`src/core/dcwd_regs.vh`:
```
// register numbers, command bit positions, reset values and option codes
`ifndef DCWD_REGS_VH
`define DCWD_REGS_VH

// holding register numbers, upper area
`define DCWD_CMD_HI        16'hC350
`define DCWD_SETP_HI       16'hC35A
`define DCWD_STATE_HI      16'hC418
`define DCWD_ACTUAL_HI     16'hC422
// holding register numbers, lower area
`define DCWD_CMD_LO        16'h0AFA
`define DCWD_SETP_LO       16'h0AFB
`define DCWD_STATE_LO      16'h0B5E
`define DCWD_ACTUAL_LO     16'h0B5F

// command word bit positions
`define DCWD_B_PRESET_LSB  0
`define DCWD_B_PRESET_MSB  1
`define DCWD_B_RAMP_NDC    2
`define DCWD_B_NO_COAST    3
`define DCWD_B_NO_QSTOP    4
`define DCWD_B_USE_RAMP    5
`define DCWD_B_START       6
`define DCWD_B_RESET       7
`define DCWD_B_JOG         8
`define DCWD_B_RAMP2       9
`define DCWD_B_VALID       10
`define DCWD_B_RELAY1      11
`define DCWD_B_RELAY2      12
`define DCWD_B_SETUP2      13
`define DCWD_B_REVERSE     15

// reset values
`define DCWD_CMD_RST       16'h0000
`define DCWD_SETP_RST      16'h0000

// option codes of the configuration inputs
`define DCWD_PROTO_NATIVE  8'h00
`define DCWD_RELAY1_OPT    8'h24
`define DCWD_RELAY2_OPT    8'h25
`define DCWD_SETUP_MULTI   8'h09
`define DCWD_SRC_DIGITAL   2'h0
`define DCWD_SRC_BUS       2'h1
`define DCWD_SRC_AND       2'h2
`define DCWD_SRC_OR        2'h3

`endif

```
`src/core/dcwd_core.v`:
```
// drive control word decoder with holding register port
`timescale 1ns/1ps
`default_nettype none
`include "dcwd_regs.vh"

module dcwd_core #(
    parameter DW = 16
) (
    input  wire          sys_clk,
    input  wire          rst_n,
    input  wire          reg_wr,
    input  wire          reg_rd,
    input  wire [15:0]   reg_addr,
    input  wire [DW-1:0] reg_wdata,
    output reg  [DW-1:0] reg_rdata_ff,
    output reg           reg_rvalid_ff,
    output reg           reg_err_ff,
    input  wire          lower_area_en,
    input  wire [7:0]    protocol_sel,
    input  wire [7:0]    relay1_func,
    input  wire [7:0]    relay2_func,
    input  wire [7:0]    active_setup,
    input  wire [1:0]    coast_src,
    input  wire [1:0]    start_src,
    input  wire [1:0]    setup_src,
    input  wire [1:0]    preset_src,
    input  wire [1:0]    reverse_src,
    input  wire          di_coast_n,
    input  wire          di_start,
    input  wire          di_setup2,
    input  wire [1:0]    di_preset,
    input  wire          di_reverse,
    input  wire          di_dc_brake_n,
    input  wire          di_coast_reset_n,
    input  wire [DW-1:0] drive_state_word,
    input  wire [DW-1:0] actual_output_value,
    output reg  [1:0]    preset_idx_ff,
    output reg           dc_brake_ff,
    output reg           coast_ff,
    output reg           quick_stop_ff,
    output reg           freeze_ff,
    output reg           ramp_stop_ff,
    output reg           trip_reset_ff,
    output reg           jog_ff,
    output reg           ramp_set2_ff,
    output reg           relay1_ff,
    output reg           relay2_ff,
    output reg           setup2_ff,
    output reg           reverse_ff,
    output reg  [DW-1:0] speed_setpoint_ff
);

    // ==========================================================
    // source merge
    function merge;
        input [1:0] sel;
        input       bus_v;
        input       di_v;
        begin
            case (sel)
                `DCWD_SRC_DIGITAL: merge = di_v;
                `DCWD_SRC_BUS:     merge = bus_v;
                `DCWD_SRC_AND:     merge = bus_v & di_v;
                `DCWD_SRC_OR:      merge = bus_v | di_v;
                default:           merge = di_v;
            endcase
        end
    endfunction

    // ==========================================================
    // register decode
    reg  [DW-1:0] cmd_word_ff;
    reg  [DW-1:0] applied_ff;
    reg  [DW-1:0] setp_word_ff;
    wire          hit_cmd;
    wire          hit_setp;
    wire          hit_state;
    wire          hit_actual;
    wire          native;
    wire          take_cmd;

    assign hit_cmd    = (reg_addr == `DCWD_CMD_HI) |
                        (lower_area_en & (reg_addr == `DCWD_CMD_LO));
    assign hit_setp   = (reg_addr == `DCWD_SETP_HI) |
                        (lower_area_en & (reg_addr == `DCWD_SETP_LO));
    assign hit_state  = (reg_addr == `DCWD_STATE_HI) |
                        (lower_area_en & (reg_addr == `DCWD_STATE_LO));
    assign hit_actual = (reg_addr == `DCWD_ACTUAL_HI) |
                        (lower_area_en & (reg_addr == `DCWD_ACTUAL_LO));
    assign native     = (protocol_sel == `DCWD_PROTO_NATIVE);
    // word with data-valid low never reaches the decoder
    assign take_cmd   = reg_wr & hit_cmd & native &
                        reg_wdata[`DCWD_B_VALID];

    // ==========================================================
    // address map summary
    wire          any_hit;
    wire          wr_refused;

    assign any_hit    = hit_cmd | hit_setp | hit_state | hit_actual;
    // only the two input words take writes
    assign wr_refused = reg_wr & ~(hit_cmd | hit_setp);

    // ==========================================================
    // register storage and read port
    always @(posedge sys_clk or negedge rst_n) begin
        if (!rst_n) begin
            cmd_word_ff   <= `DCWD_CMD_RST;
            setp_word_ff  <= `DCWD_SETP_RST;
            applied_ff    <= `DCWD_CMD_RST;
            reg_rdata_ff  <= {DW{1'b0}};
            reg_rvalid_ff <= 1'b0;
            reg_err_ff    <= 1'b0;
        end else begin
            reg_rvalid_ff <= reg_rd;
            reg_err_ff    <= wr_refused;
            if (reg_wr) begin
                if (hit_cmd) begin
                    cmd_word_ff <= reg_wdata;
                end else if (hit_setp) begin
                    setp_word_ff <= reg_wdata;
                end
            end
            if (take_cmd) begin
                applied_ff <= reg_wdata;
            end
            if (reg_rd) begin
                reg_err_ff <= ~any_hit;
                if (hit_cmd) begin
                    reg_rdata_ff <= cmd_word_ff;
                end else if (hit_setp) begin
                    reg_rdata_ff <= setp_word_ff;
                end else if (hit_state) begin
                    reg_rdata_ff <= drive_state_word;
                end else if (hit_actual) begin
                    reg_rdata_ff <= actual_output_value;
                end else begin
                    reg_rdata_ff <= {DW{1'b0}};
                end
            end
        end
    end

    // ==========================================================
    // preset select lanes, merged per bit with the inputs
    wire [1:0] preset_bus;
    wire [1:0] preset_merged;

    assign preset_bus = applied_ff[`DCWD_B_PRESET_MSB:`DCWD_B_PRESET_LSB];

    genvar gp;
    generate
        for (gp = 0; gp < 2; gp = gp + 1) begin : g_preset
            assign preset_merged[gp] = merge(preset_src, preset_bus[gp],
                                             di_preset[gp]);
        end
    endgenerate

    // ==========================================================
    // relay lanes, each gated by its own option code
    wire [1:0] relay_bit;
    wire [1:0] relay_opt_ok;
    wire [1:0] nxt_relay;

    assign relay_bit[0]    = applied_ff[`DCWD_B_RELAY1];
    assign relay_bit[1]    = applied_ff[`DCWD_B_RELAY2];
    assign relay_opt_ok[0] = (relay1_func == `DCWD_RELAY1_OPT);
    assign relay_opt_ok[1] = (relay2_func == `DCWD_RELAY2_OPT);

    genvar gr;
    generate
        for (gr = 0; gr < 2; gr = gr + 1) begin : g_relay
            assign nxt_relay[gr] = relay_bit[gr] & relay_opt_ok[gr];
        end
    endgenerate

    // ==========================================================
    // trip reset edge
    wire reset_bit_new;
    wire reset_bit_old;
    wire trip_edge;

    // a level held high across words must not re-trigger
    assign reset_bit_new = reg_wdata[`DCWD_B_RESET];
    assign reset_bit_old = applied_ff[`DCWD_B_RESET];
    assign trip_edge     = take_cmd & reset_bit_new & ~reset_bit_old;

    // ==========================================================
    // command decode
    reg  [1:0] nxt_preset_idx;
    reg        nxt_dc_brake;
    reg        nxt_coast;
    reg        nxt_quick_stop;
    reg        nxt_freeze;
    reg        nxt_ramp_stop;
    reg        nxt_setup2;
    reg        nxt_reverse;
    reg        bus_coast;
    reg        bus_start;
    reg        di_stop_inv;

    always @* begin
        // bit 14 is never looked at
        bus_coast   = ~applied_ff[`DCWD_B_NO_COAST];
        bus_start   = applied_ff[`DCWD_B_START];
        di_stop_inv = ~di_dc_brake_n | ~di_coast_reset_n;
        nxt_preset_idx = preset_merged;
        nxt_dc_brake = ~applied_ff[`DCWD_B_RAMP_NDC] | ~di_dc_brake_n;
        nxt_coast    = merge(coast_src, bus_coast, ~di_coast_n) |
                       ~di_coast_reset_n;
        nxt_freeze   = ~applied_ff[`DCWD_B_USE_RAMP];
        // inverse stop inputs release the hold before the stops see it
        if (di_stop_inv) begin
            nxt_freeze = 1'b0;
        end
        // a frozen output ignores ramp and quick stops
        nxt_quick_stop = ~applied_ff[`DCWD_B_NO_QSTOP] & ~nxt_freeze;
        nxt_ramp_stop  = ~merge(start_src, bus_start, di_start) &
                         ~nxt_freeze;
        if (active_setup == `DCWD_SETUP_MULTI) begin
            nxt_setup2 = merge(setup_src, applied_ff[`DCWD_B_SETUP2],
                               di_setup2);
        end else begin
            nxt_setup2 = 1'b0;
        end
        if (reverse_src == `DCWD_SRC_DIGITAL) begin
            nxt_reverse = di_reverse;
        end else begin
            nxt_reverse = merge(reverse_src, applied_ff[`DCWD_B_REVERSE],
                                di_reverse);
        end
    end

    // ==========================================================
    // action outputs
    always @(posedge sys_clk or negedge rst_n) begin
        if (!rst_n) begin
            preset_idx_ff     <= 2'h0;
            dc_brake_ff       <= 1'b0;
            coast_ff          <= 1'b1;
            quick_stop_ff     <= 1'b0;
            freeze_ff         <= 1'b0;
            ramp_stop_ff      <= 1'b1;
            trip_reset_ff     <= 1'b0;
            jog_ff            <= 1'b0;
            ramp_set2_ff      <= 1'b0;
            speed_setpoint_ff <= {DW{1'b0}};
        end else begin
            preset_idx_ff <= nxt_preset_idx;
            dc_brake_ff   <= nxt_dc_brake;
            coast_ff      <= nxt_coast;
            quick_stop_ff <= nxt_quick_stop;
            freeze_ff     <= nxt_freeze;
            ramp_stop_ff  <= nxt_ramp_stop;
            // pulse on a taken word whose reset bit rose
            trip_reset_ff <= trip_edge;
            jog_ff        <= applied_ff[`DCWD_B_JOG];
            ramp_set2_ff  <= applied_ff[`DCWD_B_RAMP2];
            speed_setpoint_ff <= setp_word_ff;
        end
    end

    // ==========================================================
    // relay, set-up and direction outputs
    always @(posedge sys_clk or negedge rst_n) begin
        if (!rst_n) begin
            relay1_ff  <= 1'b0;
            relay2_ff  <= 1'b0;
            setup2_ff  <= 1'b0;
            reverse_ff <= 1'b0;
        end else begin
            relay1_ff  <= nxt_relay[0];
            relay2_ff  <= nxt_relay[1];
            setup2_ff  <= nxt_setup2;
            reverse_ff <= nxt_reverse;
        end
    end

endmodule

`default_nettype wire

```
`config.mk`:
```
export PLATFORM = sky130hd
export DESIGN_NAME = dcwd_core
export DESIGN_NICKNAME = d
export VERILOG_FILES = /design/src/core/dcwd_core.v
export VERILOG_INCLUDE_DIRS = /design/src /design/src/core
export SDC_FILE = /design/constraint.sdc
export NUM_CORES = 1
export LEC_CHECK = 0
export ABC_AREA = 1
export BUFFER_PORTS_ARGS = -buffer_cell sky130_fd_sc_hd__buf_2
export CORE_MARGIN = 3
export CORE_UTILIZATION = 49
export DETAILED_ROUTE_END_ITERATION = 8
export GPL_ROUTABILITY_DRIVEN = 0
export PLACE_DENSITY = 0.82
export SYNTH_ARGS = -nofsm -noshare
export SYNTH_HDL_FRONTEND = slang
export SYNTH_SLANG_ARGS = --single-unit
```
`constraint.sdc`:
```
create_clock -name sys_clk -period 0.9 [get_ports sys_clk]
set_input_delay 0.18 -clock sys_clk [delete_from_list [all_inputs] [get_ports sys_clk]]
set_output_delay 0.18 -clock sys_clk [all_outputs]
set_load 0.02 [all_outputs]
```
==> qor.txt <==
FLOORPLANNING
------------------------------------------------------------------------------------
Die height                                                                  100.9 um
Count of boundary I/O pins                                                       167
Die area                                                                 0.01018 mm2
Initial cell density of the core                                              0.5212
Die span in x                                                               100.9 um
Area of the core                                                        0.008464 mm2
Row count                                                                         33

TIMING
------------------------------------------------------------------------------------
Setup repair after global routing missed its margin                             true
Max Clk Rate                                                               767.0 MHz
Least-Margin Pin Slew                                                      0.2324 ns
Final-report hold violation count                                                  0
Post-route minimum period                                                   1.304 ns
Clock skew                                                                0.01443 ns
Fin crit share                                                                 1.449
Final setup vio count                                                            113
TNS Setup                                                                  -28.70 ns
Count of pins over their slew limit                                                0
Final critical-path setup slack                                           -0.4037 ns
Worst rel slew slack                                                          0.8436

CLOCK NETWORK
------------------------------------------------------------------------------------
CTS tree                                                                        done
Skew-Pair Late Insertion Delay                                               0.37 ns
H-Tree Depth                                                                       3
CTS Buffer Depth                                                                   2
Number of sinks driven by the clock tree                                          94
Clock buffers created by TritonCTS                                                 9
Clock transition at path regs                                                0.11 ns
Clock root cell                                                         sky130_fd_sc_hd__clkbuf_8

PWR
------------------------------------------------------------------------------------
Part of the total power dissipated in combinational logic                      0.128
Power Dens Cells                                                         1091 mW/mm2
Leakage power                                                               3.741 nW
Net switching component of the power                                        2.263 mW
Worst supply voltage drop on vdd                                           0.7020 mV
Design Power                                                                8.101 mW
Sequential fraction of design power                                            0.526
Switching fraction of total power                                             0.2793
Proportion of power drawn by the clock network                                 0.345
Cell Int Power                                                              5.839 mW

CRITICAL PATH
------------------------------------------------------------------------------------
Arr. time, crit path                                                         1.63 ns
Worst Reg-to-Reg Cells                                                             4
Sort of element at the start of the critical path                          input pin
Worst path required time                                                     1.22 ns
Kind of critical path                                                         in2reg
CP endpoint kind                                                            register
CP Max Fanout                                                                      8

SYNTHESIS
------------------------------------------------------------------------------------
Fraction of post-synthesis cell area in the top cell type by area             0.5218
Mapped Nets                                                                      665
EDFF count, synth                                                                  0
Sequential element share of the synthesized area                              0.5337
Most area-consuming cells after synthesis                               sky130_fd_sc_hd__dfrtp_1 52%, sky130_fd_sc_hd__nand2_1 16%, sky130_fd_sc_hd__inv_1 6.2%
Most frequent cell after synthesis                                      sky130_fd_sc_hd__nand2_1
Most used flip-flop cell after synthesis                                sky130_fd_sc_hd__dfrtp_1
Synth warn                                                                         0
Synthesized cell area                                                   0.004412 mm2
Number of distinct library cells after synthesis                                  31
Per-instance average area after synthesis                                  8.080 um2
Library cell with the largest summed area after synthesis               sky130_fd_sc_hd__dfrtp_1
Share of flip-flops with an asynchronous set or reset after synthesis          1.000
Number of storage elements in the synthesis netlist                               94
Number of cells produced by synthesis                                            546
Top cells by count, synth                                               192 x sky130_fd_sc_hd__nand2_1, 92 x sky130_fd_sc_hd__dfrtp_1, 73 x sky130_fd_sc_hd__inv_1, 37 x sky130_fd_sc_hd__nor2_1, 30 x sky130_fd_sc_hd__o21ai_1

GLOBAL ROUTE
------------------------------------------------------------------------------------
Global-route usage over all layers                                            0.3259
Maximum number of pins on one net before global-route repair                      45
Total congestion overflow                                                          0
Number of antenna violations at the first check in global routing                  0
Via count of the first global-routing pass                                     5,302
Wire length of the first global-routing pass                                25.81 mm

DETAILED ROUTING
------------------------------------------------------------------------------------
Number of DRC markers after the initial detailed-route iteration                 457
Mean number of vias per cell                                                   5.725
Number of vias after detailed routing                                          5,164
Antenna-violating nets left                                                        0
Drt drc                                                                            0
Average wire per cell in the routed design                                  20.42 um
Overall routed net length                                                   18.42 mm
Drt pass-1 iters                                                                   5

MIN PATH
------------------------------------------------------------------------------------
Worst min path class                                                          in2reg
Number of instances on the worst hold path                                         3

PLACED DESIGN
------------------------------------------------------------------------------------
Placement Cell Area                                                     0.005762 mm2
HPWL Detailed                                                               9.389 mm
Port buffer count                                                                166

FINISH
------------------------------------------------------------------------------------
Fraction of the core area covered by cells at the end of the flow             0.8773
Syn-to-layout area delta                                                      68.32%
Fraction of layout cells with a size suffix above 1                           0.5214
Number of nets in the final layout                                               910
# fillers                                                                        355
Summed area of non-filler cells in the final layout                     0.007426 mm2

RUN STATUS
------------------------------------------------------------------------------------
Result of the run                                                       complete, but fails checks
Violations in the final reports                                         setup timing

RUN
------------------------------------------------------------------------------------
Maximum capacitance violations                                                     0

==> layer usage <==
layer,global-route usage,vias to the layer above,wire [um]
li1,-,2208,-
met1,0.3664,2406,6007
met2,0.5696,409,9217
met3,0.08651,141,1787
met4,0.1585,0,1408
met5,0,-,0
==> power by group through the flow <==
stage | Clock (mW) | Combinational, mW | Sequential [mW]
after floorplan | 0 | 0.198 | 4.37
after global placement | 0 | 0.763 | 4.34
after detailed placement | 0 | 0.784 | 4.34
after CTS | 2.74 | 0.926 | 4.26
after global routing | 2.95 | 1.11 | 4.27
final | 2.80 | 1.04 | 4.26
==> flip-flops by register name, summed over array words and instances (netlist names), 2 cells and up <==
signal,flops
cmd_word_ff,16
applied_ff,14
preset_idx_ff,2
setp_word_ff,16
reg_rdata_ff,16
speed_setpoint_ff,16
==> stage by stage <==
step	instances	hold WS [ns]	worst slack, ns
global placement	839	0.03286	-0.5508
finish	902	0.02534	-0.4037
global route	901	0.02557	-0.4784
CTS	894	0.02149	-0.2941
floorplan	546	-0.1156	-0.3802
detailed placement	839	0.03297	-0.5995
==> cell type report <==
class / count / area [um2] / area share
Clock inverter: 6 / 51.30 / 0.006908
Multi-Input combinational cell: 357 / 2246 / 0.3024
Inverter: 79 / 319.1 / 0.04297
Tap cell: 105 / 131.4 / 0.01769
Timing Repair Buffer: 250 / 2182 / 0.2938
Sequential cell: 94 / 2356 / 0.3173
Clock buffer: 10 / 137.6 / 0.01853
Antenna cell: 1 / 2.502 / 0.0003370
==> timing repair <==
| item | CTS | global route |
|---|---|---|
| gates resized for setup | 216 | 75 |
| hold buffers | 9 | 0 |
| endpoints found under the hold margin | 100 | 0 |
| endpoints found under the setup margin | 113 | 116 |
| buffers inserted | 23 | 10 |
| gates cloned | 7 | 2 |
| pin swaps | 41 | 54 |
==> critical path, stage by stage <==
cell	delay, ns
sky130_fd_sc_hd__buf_6	0.12
sky130_fd_sc_hd__inv_12	0.04
sky130_fd_sc_hd__nor2_4	0.11
sky130_fd_sc_hd__nand2_2	0.08
sky130_fd_sc_hd__nor2_4	0.12
sky130_fd_sc_hd__buf_6	0.11
sky130_fd_sc_hd__nand4_1	0.11
sky130_fd_sc_hd__nand2_2	0.19
sky130_fd_sc_hd__buf_12	0.16
sky130_fd_sc_hd__nand2_1	0.09
sky130_fd_sc_hd__nand4_1	0.14
sky130_fd_sc_hd__nand2_1	0.08
sky130_fd_sc_hd__nand2_1	0.08
==> cells in the final DEF, fill, tap and decap left out, types with 6 or more instances in the layout <==
cell                            instances
sky130_fd_sc_hd__nand2_1              129
sky130_fd_sc_hd__buf_2                104
sky130_fd_sc_hd__dfrtp_1               91
sky130_fd_sc_hd__inv_1                 69
sky130_fd_sc_hd__buf_6                 64
sky130_fd_sc_hd__buf_4                 49
sky130_fd_sc_hd__nand2_2               47
sky130_fd_sc_hd__o21ai_2               33
sky130_fd_sc_hd__nand2_4               27
sky130_fd_sc_hd__nand4_1               25
sky130_fd_sc_hd__nor2_1                22
sky130_fd_sc_hd__o21ai_1               15
sky130_fd_sc_hd__nor2_4                14
sky130_fd_sc_hd__buf_12                12
sky130_fd_sc_hd__clkbuf_8              10
sky130_fd_sc_hd__dlygate4sd3_1          9
sky130_fd_sc_hd__nor2_2                 8
sky130_fd_sc_hd__buf_8                  7
sky130_fd_sc_hd__nand3_1                6
sky130_fd_sc_hd__nand3_2                6
==> cell families after synthesis <==
family                 count (synthesis)  synth area share
buffers and inverters                 95           0.08820
AOI/OAI and AO/OA                     60           0.08309
muxes                                  1          0.002269
DFF                                   94            0.5337
and+or+nand+nor                      296            0.2927
==> worst paths after layout <==
check,from,endpoint,slack [ns]
max,reg_addr[11],reg_rdata_ff[8]$_DFFE_PN0P_,-0.40
min,reg_wdata[5],setp_word_ff[5]$_DFFE_PN0P_,0.03
max reg2reg,reg_rdata_ff[12]$_DFFE_PN0P_,reg_rdata_ff[12]$_DFFE_PN0P_,-0.04
min reg2reg,setp_word_ff[1]$_DFFE_PN0P_,speed_setpoint_ff[1]$_DFF_PN0_,0.42
max in group asynchronous,rst_n,coast_ff$_DFF_PN1_,0.23
min in group asynchronous,rst_n,freeze_ff$_DFF_PN0_,0.17
(Power assumes the default switching activity.)
